File: src/include/adcpp_consts.svh
// constants for the result post-processing path: offsets, fields, resets, timing
// assumes one 125 MHz clock and a word-indexed register port
`ifndef ADCPP_CONSTS_SVH
`define ADCPP_CONSTS_SVH

// register map, address is {kind, channel}
`define ADCPP_KIND_CFG      4'h0
`define ADCPP_KIND_GAIN     4'h1
`define ADCPP_KIND_OFFSET   4'h2
`define ADCPP_KIND_HIGH     4'h3
`define ADCPP_KIND_LOW      4'h4
`define ADCPP_ADDR_CTRL     8'h50
`define ADCPP_ADDR_STATUS   8'h51
`define ADCPP_ADDR_ALERT    8'h52

// channel_config_reg fields
`define ADCPP_CFG_RATIO_LSB 0
`define ADCPP_CFG_RATIO_MSB 1
`define ADCPP_CFG_LIMIT_EN  2
`define ADCPP_CFG_BIPOLAR   3

// control register fields
`define ADCPP_CTRL_MODE_LSB 0
`define ADCPP_CTRL_MODE_MSB 1
`define ADCPP_CTRL_AUTO     2
`define ADCPP_CTRL_BUSY_EN  3

// reset values
`define ADCPP_CFG_RST       4'h0
`define ADCPP_GAIN_RST      16'h8000
`define ADCPP_OFFSET_RST    16'h0000
`define ADCPP_HIGH_RST      12'hFFF
`define ADCPP_LOW_RST       12'h000
`define ADCPP_CTRL_RST      4'h0

// timing
`define ADCPP_CLK_MHZ        125
`define ADCPP_AUTO_PERIOD_NS 1000
`define ADCPP_AUTO_PERIOD_CYC ((`ADCPP_AUTO_PERIOD_NS * `ADCPP_CLK_MHZ) / 1000)

`endif

File: src/include/adcpp_pkg.sv
// types shared by the post-processing path
// assumes adcpp_consts.svh carries all numeric constants
package adcpp_pkg;
  // sequencing / command mode, order matches the control register code
  typedef enum logic [1:0] {
    ADCPP_SEQ_STANDARD,
    ADCPP_SEQ_ADVANCED,
    ADCPP_CMD_TWO_CYCLE,
    ADCPP_CMD_SINGLE_CYCLE
  } adcpp_mode_t;

  // oversample_ratio_select code: 1, 4, 16, 64
  typedef enum logic [1:0] {
    ADCPP_RATIO_1,
    ADCPP_RATIO_4,
    ADCPP_RATIO_16,
    ADCPP_RATIO_64
  } adcpp_ratio_t;
endpackage : adcpp_pkg

File: src/hw/adcpp_top.sv
// result post-processing: averager, offset/gain correction, limit check, busy
// assumes the conversion core hands samples on mclk with their channel number,
// and conversion_start arrives asynchronously from a pin
`timescale 1ns/100ps
`include "adcpp_consts.svh"
`default_nettype none

module adcpp_top #(
  parameter int NUM_CH          = 16,
  parameter int AUTO_PERIOD_CYC = `ADCPP_AUTO_PERIOD_CYC
) (
  input  wire logic        mclk,
  input  wire logic        rst_n,
  input  wire logic [7:0]  reg_addr,
  input  wire logic [31:0] reg_wdata,
  input  wire logic        reg_wr,
  input  wire logic        reg_rd,
  output logic      [31:0] reg_rdata,
  input  wire logic        conversion_start,
  output logic             auto_conversion_start,
  input  wire logic        sample_valid,
  input  wire logic [15:0] sample_data,
  input  wire logic [3:0]  sample_chan,
  output logic             result_valid,
  output logic      [18:0] result_data,
  output logic      [3:0]  result_chan,
  output logic      [1:0]  result_ratio,
  output logic             any_limit_alert,
  output logic             busy_alert_pin0
);

  // configuration storage
  logic [3:0]  channel_config_reg     [NUM_CH];
  logic [15:0] channel_gain_reg       [NUM_CH];
  logic [15:0] channel_offset_reg     [NUM_CH];
  logic [11:0] channel_high_limit_reg [NUM_CH];
  logic [11:0] channel_low_limit_reg  [NUM_CH];
  logic [3:0]  ctrl_r;
  logic [15:0] channel_high_alert_flag;
  logic [15:0] channel_low_alert_flag;
  logic [31:0] rdata_nxt;
  adcpp_pkg::adcpp_mode_t mode;
  logic        std_seq;
  logic [3:0]  channel_zero_config_reg;

  assign mode    = adcpp_pkg::adcpp_mode_t'(ctrl_r[`ADCPP_CTRL_MODE_MSB:`ADCPP_CTRL_MODE_LSB]);
  assign std_seq = (mode == adcpp_pkg::ADCPP_SEQ_STANDARD);
  assign channel_zero_config_reg = channel_config_reg[0];

  // register writes; host must zero the ratio before command modes
  always_ff @(posedge mclk or negedge rst_n) begin
    if (!rst_n) begin
      ctrl_r <= `ADCPP_CTRL_RST;
      for (int i = 0; i < NUM_CH; i++) begin
        channel_config_reg[i]     <= `ADCPP_CFG_RST;
        channel_gain_reg[i]       <= `ADCPP_GAIN_RST;
        channel_offset_reg[i]     <= `ADCPP_OFFSET_RST;
        channel_high_limit_reg[i] <= `ADCPP_HIGH_RST;
        channel_low_limit_reg[i]  <= `ADCPP_LOW_RST;
      end
    end else if (reg_wr) begin
      if (reg_addr[7:4] == `ADCPP_KIND_CFG) begin
        channel_config_reg[reg_addr[3:0]] <= reg_wdata[3:0];
      end else if (reg_addr[7:4] == `ADCPP_KIND_GAIN) begin
        channel_gain_reg[reg_addr[3:0]] <= reg_wdata[15:0];
      end else if (reg_addr[7:4] == `ADCPP_KIND_OFFSET) begin
        channel_offset_reg[reg_addr[3:0]] <= reg_wdata[15:0];
      end else if (reg_addr[7:4] == `ADCPP_KIND_HIGH) begin
        channel_high_limit_reg[reg_addr[3:0]] <= reg_wdata[11:0];
      end else if (reg_addr[7:4] == `ADCPP_KIND_LOW) begin
        channel_low_limit_reg[reg_addr[3:0]] <= reg_wdata[11:0];
      end else if (reg_addr == `ADCPP_ADDR_CTRL) begin
        ctrl_r <= reg_wdata[3:0];
      end
    end
  end

  // read mux, unmapped addresses read zero
  always_comb begin
    rdata_nxt = 32'h00000000;
    if (reg_addr[7:4] == `ADCPP_KIND_CFG) begin
      rdata_nxt = {28'h0000000, channel_config_reg[reg_addr[3:0]]};
    end else if (reg_addr[7:4] == `ADCPP_KIND_GAIN) begin
      rdata_nxt = {16'h0000, channel_gain_reg[reg_addr[3:0]]};
    end else if (reg_addr[7:4] == `ADCPP_KIND_OFFSET) begin
      rdata_nxt = {16'h0000, channel_offset_reg[reg_addr[3:0]]};
    end else if (reg_addr[7:4] == `ADCPP_KIND_HIGH) begin
      rdata_nxt = {20'h00000, channel_high_limit_reg[reg_addr[3:0]]};
    end else if (reg_addr[7:4] == `ADCPP_KIND_LOW) begin
      rdata_nxt = {20'h00000, channel_low_limit_reg[reg_addr[3:0]]};
    end else if (reg_addr == `ADCPP_ADDR_CTRL) begin
      rdata_nxt = {28'h0000000, ctrl_r};
    end else if (reg_addr == `ADCPP_ADDR_STATUS) begin
      rdata_nxt = {30'h0, busy_alert_pin0, any_limit_alert};
    end else if (reg_addr == `ADCPP_ADDR_ALERT) begin
      rdata_nxt = {channel_low_alert_flag, channel_high_alert_flag};
    end
  end

  // read data stands only in the cycle after the strobe
  always_ff @(posedge mclk or negedge rst_n) begin
    if (!rst_n) begin
      reg_rdata <= 32'h00000000;
    end else if (reg_rd) begin
      reg_rdata <= rdata_nxt;
    end else begin
      reg_rdata <= 32'h00000000;
    end
  end

  // start pin synchroniser; first stage feeds only the second
  logic start_meta_r;
  logic start_sync_r;
  logic start_prev_r;
  always_ff @(posedge mclk or negedge rst_n) begin
    if (!rst_n) begin
      start_meta_r <= 1'b0;
      start_sync_r <= 1'b0;
      start_prev_r <= 1'b0;
    end else begin
      start_meta_r <= conversion_start;
      start_sync_r <= start_meta_r;
      start_prev_r <= start_sync_r;
    end
  end

  // autocycle start generator, one pulse per conversion period
  logic [$clog2(AUTO_PERIOD_CYC+1)-1:0] auto_cnt_r;
  logic                                 auto_on;
  assign auto_on = ctrl_r[`ADCPP_CTRL_AUTO];
  always_ff @(posedge mclk or negedge rst_n) begin
    if (!rst_n) begin
      auto_cnt_r            <= '0;
      auto_conversion_start <= 1'b0;
    end else if (!auto_on) begin
      auto_cnt_r            <= '0;
      auto_conversion_start <= 1'b0;
    end else if (auto_cnt_r == $bits(auto_cnt_r)'(AUTO_PERIOD_CYC - 1)) begin
      auto_cnt_r            <= '0;
      auto_conversion_start <= 1'b1;
    end else begin
      auto_cnt_r            <= auto_cnt_r + 1'b1;
      auto_conversion_start <= 1'b0;
    end
  end

  logic start_evt;
  assign start_evt = (start_sync_r & ~start_prev_r) | auto_conversion_start;

  // effective ratio per incoming sample
  logic [1:0] eff_ratio;
  logic       samp_bip;
  logic [6:0] ratio_n;
  assign eff_ratio = std_seq ? channel_zero_config_reg[1:0]
                             : channel_config_reg[sample_chan][1:0];
  assign samp_bip  = channel_config_reg[sample_chan][`ADCPP_CFG_BIPOLAR];
  always_comb begin
    case (eff_ratio)
      2'h0:    ratio_n = 7'h01;
      2'h1:    ratio_n = 7'h04;
      2'h2:    ratio_n = 7'h10;
      default: ratio_n = 7'h40;
    endcase
  end

  // averager: accumulate ratio samples of one channel
  logic signed [21:0] acc_r;
  logic        [6:0]  cnt_r;
  logic        [3:0]  acc_ch_r;
  logic               restart;
  logic signed [21:0] samp_ext;
  logic signed [21:0] sum_nxt;
  logic        [6:0]  cnt_base;
  logic               sample_last;
  // ratio one never folds in a partial sum left by an earlier ratio
  assign restart  = (cnt_r == 7'h00) || (sample_chan != acc_ch_r) || (eff_ratio == 2'h0);
  assign samp_ext = samp_bip ? {{6{sample_data[15]}}, sample_data} : {6'h00, sample_data};
  assign sum_nxt  = (restart ? 22'sh000000 : acc_r) + samp_ext;
  assign cnt_base = restart ? 7'h00 : cnt_r;
  assign sample_last = (7'(cnt_base + 7'h01) == ratio_n);

  logic signed [21:0] avg_r;
  logic               avg_valid_r;
  logic        [3:0]  avg_ch_r;
  logic        [1:0]  avg_ratio_r;
  logic               avg_bip_r;

  // a channel change mid-block discards the partial sum
  always_ff @(posedge mclk or negedge rst_n) begin
    if (!rst_n) begin
      acc_r       <= 22'sh000000;
      cnt_r       <= 7'h00;
      acc_ch_r    <= 4'h0;
      avg_r       <= 22'sh000000;
      avg_valid_r <= 1'b0;
      avg_ch_r    <= 4'h0;
      avg_ratio_r <= 2'h0;
      avg_bip_r   <= 1'b0;
    end else begin
      avg_valid_r <= 1'b0;
      if (sample_valid) begin
        acc_ch_r <= sample_chan;
        if (sample_last) begin
          // ratio one shifts by zero: straight pass
          avg_r       <= sum_nxt >>> eff_ratio;
          avg_valid_r <= 1'b1;
          avg_ch_r    <= sample_chan;
          avg_ratio_r <= eff_ratio;
          avg_bip_r   <= samp_bip;
          cnt_r       <= 7'h00;
        end else begin
          acc_r <= sum_nxt;
          cnt_r <= 7'(cnt_base + 7'h01);
        end
      end
    end
  end

  // correction: (in + offset >>> (3 - ratio)) * gain / 2^15, then clamp to width
  logic signed [21:0] off_s;
  logic signed [21:0] corr_sum;
  logic signed [38:0] prod;
  logic signed [38:0] scaled;
  logic signed [38:0] sat_max;
  logic signed [38:0] sat_min;
  logic signed [38:0] sat_val;
  logic        [4:0]  res_w;
  logic        [15:0] off_raw;
  assign off_raw  = channel_offset_reg[avg_ch_r];
  assign off_s    = $signed({{6{off_raw[15]}}, off_raw}) >>> (2'h3 - avg_ratio_r);
  assign corr_sum = avg_r + off_s;
  assign prod     = 39'(corr_sum) * $signed({1'b0, channel_gain_reg[avg_ch_r]});
  assign scaled   = prod >>> 15;
  assign res_w    = 5'(5'h10 + {3'h0, avg_ratio_r});
  always_comb begin
    if (avg_bip_r) begin
      sat_max = (39'sh1 <<< (res_w - 5'h01)) - 39'sh1;
      sat_min = -(39'sh1 <<< (res_w - 5'h01));
    end else begin
      sat_max = (39'sh1 <<< res_w) - 39'sh1;
      sat_min = 39'sh0;
    end
    if (scaled > sat_max) begin
      sat_val = sat_max;
    end else if (scaled < sat_min) begin
      sat_val = sat_min;
    end else begin
      sat_val = scaled;
    end
  end

  logic signed [19:0] res_s_r;
  logic               res_bip_r;
  always_ff @(posedge mclk or negedge rst_n) begin
    if (!rst_n) begin
      result_valid <= 1'b0;
      result_data  <= 19'h00000;
      result_chan  <= 4'h0;
      result_ratio <= 2'h0;
      res_s_r      <= 20'sh00000;
      res_bip_r    <= 1'b0;
    end else begin
      result_valid <= avg_valid_r;
      if (avg_valid_r) begin
        // low res_w bits only; bits above read zero
        result_data  <= sat_val[18:0] & 19'((39'sh1 <<< res_w) - 39'sh1);
        result_chan  <= avg_ch_r;
        result_ratio <= avg_ratio_r;
        res_s_r      <= sat_val[19:0];
        res_bip_r    <= avg_bip_r;
      end
    end
  end

  // limits scaled to the current width, signed when bipolar
  logic [11:0]        hi_raw;
  logic [11:0]        lo_raw;
  logic signed [19:0] thr_hi;
  logic signed [19:0] thr_lo;
  logic [4:0]         thr_sh;
  logic               limit_check_enable;
  assign hi_raw = channel_high_limit_reg[result_chan];
  assign lo_raw = channel_low_limit_reg[result_chan];
  assign thr_sh = 5'(5'h04 + {3'h0, result_ratio});
  assign thr_hi = (res_bip_r ? {{8{hi_raw[11]}}, hi_raw} : {8'h00, hi_raw}) <<< thr_sh;
  assign thr_lo = (res_bip_r ? {{8{lo_raw[11]}}, lo_raw} : {8'h00, lo_raw}) <<< thr_sh;
  assign limit_check_enable  = std_seq ? channel_zero_config_reg[`ADCPP_CFG_LIMIT_EN]
                          : channel_config_reg[result_chan][`ADCPP_CFG_LIMIT_EN];

  // sticky flags; read of alert register clears, a same-cycle set wins
  logic [15:0] hi_set;
  logic [15:0] lo_set;
  logic        alert_rd;
  assign alert_rd = reg_rd && (reg_addr == `ADCPP_ADDR_ALERT);
  always_comb begin
    hi_set = 16'h0000;
    lo_set = 16'h0000;
    if (result_valid && limit_check_enable) begin
      hi_set[result_chan] = (res_s_r >= thr_hi);
      lo_set[result_chan] = (res_s_r <= thr_lo);
    end
  end
  always_ff @(posedge mclk or negedge rst_n) begin
    if (!rst_n) begin
      channel_high_alert_flag <= 16'h0000;
      channel_low_alert_flag  <= 16'h0000;
    end else begin
      channel_high_alert_flag <= (alert_rd ? 16'h0000 : channel_high_alert_flag) | hi_set;
      channel_low_alert_flag  <= (alert_rd ? 16'h0000 : channel_low_alert_flag) | lo_set;
    end
  end
  assign any_limit_alert = |{channel_high_alert_flag, channel_low_alert_flag};

  // busy: high from start edge until the final result, set beats clear
  logic busy_r;
  always_ff @(posedge mclk or negedge rst_n) begin
    if (!rst_n) begin
      busy_r <= 1'b0;
    end else if (start_evt) begin
      busy_r <= 1'b1;
    end else if (avg_valid_r) begin
      busy_r <= 1'b0;
    end
  end
  assign busy_alert_pin0 = busy_r & ctrl_r[`ADCPP_CTRL_BUSY_EN];
endmodule : adcpp_top

`default_nettype wire

File: config.mk
export PLATFORM = sky130hd
export DESIGN_NAME = adcpp_top
export DESIGN_NICKNAME = d
export VERILOG_FILES = /design/src/include/adcpp_pkg.sv /design/src/hw/adcpp_top.sv
export VERILOG_INCLUDE_DIRS = /design/src /design/src/include
export SDC_FILE = /design/constraint.sdc
export NUM_CORES = 2
export LEC_CHECK = 0
export ABC_AREA = 1
export BUFFER_PORTS_ARGS = -buffer_cell sky130_fd_sc_hd__buf_2
export CORE_MARGIN = 2
export CORE_UTILIZATION = 55
export DETAILED_ROUTE_END_ITERATION = 12
export GPL_ROUTABILITY_DRIVEN = 0
export PLACE_DENSITY = 0.74
export REMOVE_ABC_BUFFERS = 1
export SKIP_LAST_GASP = 1
export SLEW_MARGIN = 20
export SYNTH_ARGS = -nofsm -noshare
export SYNTH_HDL_FRONTEND = slang
export SYNTH_SLANG_ARGS = --single-unit
File: constraint.sdc
create_clock -name mclk -period 11 [get_ports mclk]
set_input_delay 1.1 -clock mclk [delete_from_list [all_inputs] [get_ports mclk]]
set_output_delay 1.1 -clock mclk [all_outputs]
set_load 0.005 [all_outputs]
==> results.md <==
- PortBufs: 110
- Register Area: 28650 µm²
- Depth of the CTS H-tree: 3
- Final period utilization: 99.80%
- Arr. time, crit path: 11.62 ns
- Outcome: completed
- Yosys cell types: 58
- WP data required: 11.64 ns
- Mapped Cells: 9617
- Fmax: 0.09109 GHz
- Clock root cell: clkbuf_16
- Die ar.: 139300 µm²
- Share of cells above drive strength 1: 15.08%
- GR Util met1: 48.78%
- Vias in the first global route: 72010
- Clk buf depth: 3
- Worst setup EP type: flip-flop
- DRC: 0
- Grt peak-use layer: met2
- Flop2flop setup slack: 0.02 ns
- Skew final: 0.06426 ns
- # rows: 135
- Post-synth EDFFs: 0
- Worst min path class: in -> async
- Fillers: 11100
- # IOs: 127
- CP max-delay cell: dfrtp_4
- Starting Density: 55.40%
- Die X: 373.2 µm
- Initial antenna violation count: 12
- Total GRT Usage: 38.71%
- TritonCTS Buffers: 119
- First-pass GRT wire length: 418300 µm
- Wire length per cell: 24.03 µm
- CTS sink count: 1134
- Grt met3 use: 12.07%
- DP Area: 79030 µm²
- Post-synth top flop: dfrtp_1
- Setup crit start kind: flip-flop
- Register bit count reported by yosys: 1134
- Clk Latency, worst-skew pair: 0.81 ns
- DR iter-0 viols: 10530
- Final setup vio count: 0
- Register area share after synthesis: 38.20%
- Hold_buf cts: 0
- CTS tree: built
- Multi-input gate area: 41040 µm²
- Fin nets: 10370
- Final Hold Vio Count: 0
- DR pass1 iterations: 11
- Setup Crit Path Kind: reg -> reg
- Synth area leaders: dfrtp_1, o21ai_0, fa_1, nand2_1, dfstp_2
- Worst Max-Slew Pin Slew: 1.268 ns
- Asr flop ratio synth: 100.0%
- Rel. slew slack: 15.48%
- Core Footprint: 135300 µm²
- Fin. max-slew vios: 0
- Reg clk slew, reported paths: 0.07 ns
- RSZ-0062 raised after global routing: true
- ANT nets after route: 0
- Syn Std Cell Area: 74960 µm²
- Max Cap Viol: 0
- Mean post-synth cell area: 7.795 µm²
- Post-synth top area share: 30.91%
- Pin count of the biggest net entering global routing: 170
- HPWL Detailed: 175900 µm
- Total number of vias: 74050
- Final wirelength: 279100 µm
- Crit path max-delay family: adder cells
- Crit path buf inv count: 16
- Ys Warns: 0
- Vias per cell: 6.377
- Min cycle time layout: 10.98 ns
- Yosys top cell by area: dfrtp_1
- Met2 Use GR: 57.55%
- Chip height: 373.2 µm
- Design Area, Final: 85830 µm²
- Grt ovf: 0
- Synth-to-layout area growth: 14.50%
- Crit Path Max Fanout: 8
- Max incr delay on CP: 0.56 ns
[Yosys cell counts, drive strengths merged (34+ instances only)]
cell / n
nand4: 97
xor2: 45
inv: 1186
nand2: 1751
nand3: 439
dfstp: 208
a21oi: 577
a22oi: 53
o22ai: 566
ha: 245
o21ai: 1478
nor2: 671
xnor2: 34
buf: 122
clkbuf: 561
fa: 340
dfrtp: 926
o221ai: 55
[placed cells by master (no fill, tap or decap), drive strengths merged, types with 50 or more instances in the layout]
cell       n
fa       340
nor2     671
o22ai    566
nand4     97
dfstp    208
a22oi     53
inv     1192
buf      642
o221ai    55
nand3    439
dfrtp    926
clkinv    50
clkbuf   178
nand2   1752
a21oi    577
ha       245
o21ai   1478
[path summary, 6_finish.rpt]
check                             start             end  depth (start not counted)
min in group mclk          start_meta_r    start_sync_r                          0
setup / recovery            avg_ch_r[0]  result_data[2]                         60
setup reg to reg            avg_ch_r[0]  result_data[2]                         60
hold reg to reg            start_meta_r    start_sync_r                          0
max in group asynchronous         rst_n     avg_valid_r                          3
hold / removal                    rst_n    reg_rdata[1]                          1
[metrics by stage]
step                      TNS [ns]  hold slack, ns  utilization, %  std cells  setup WS (ns)
after global placement      -1.704          0.3474           58.41      11300        -0.1187
after floorplan            -184.60          0.3312               -       8951         -8.083
final                            0          0.3626           63.44      11610        0.02221
after detailed placement    -5.325          0.3504           58.41      11300        -0.3152
after CTS                        0          0.3768           61.54      11530       0.007844
after global routing        -9.377          0.3855           63.43      11610        -0.4528
[area by class of cell]
type | count | share of cell area (%)
Inverter | 1205 | 5.322
Timing Repair Buffer | 646 | 5.986
Clock inverter | 52 | 0.7726
Clock buffer | 174 | 4.095
Tap cell | 1781 | 2.596
Sequential cell | 1134 | 33.38
Antenna cell | 8 | 0.02332
Multi-Input combinational cell | 6613 | 47.82
[logic make-up (layout without fill, tap and decap cells)]
kind of cell | Yosys count | count (layout) | synth area share (%)
flip-flops | 1134 | 1134 | 38.20
XOR/XNOR | 79 | 79 | 0.9230
other | 2 | 27 | 0.01002
buffers and inverters | 1888 | 2077 | 9.679
multiplexers | 19 | 19 | 0.2537
AND/OR/NAND/NOR | 3026 | 3027 | 16.51
adder cells (fa/ha/maj) | 585 | 585 | 13.17
AO/OA/AOI/OAI | 2884 | 2884 | 21.25
[what timing repair did]
| action | CTS | global route |
|---|---|---|
| buffers inserted | 1 | 69 |
| cloned | 0 | 6 |
| gates resized for setup | 17 | 479 |
| setup endpoints to repair | 23 | 23 |
| pin swaps | 1 | 182 |
[metal layers]
| layer | up-vias | share of wire [%] |
|---|---|---|
| li1 | 32280 | - |
| met1 | 35160 | 35 |
| met2 | 5235 | 42 |
| met3 | 1366 | 15 |
| met4 | 14 | 8.2 |
| met5 | - | 0.041 |
Power is left out: the tool's default activity adds up to more than one toggle a clock period on the data nets, which glitch-free logic cannot reach.
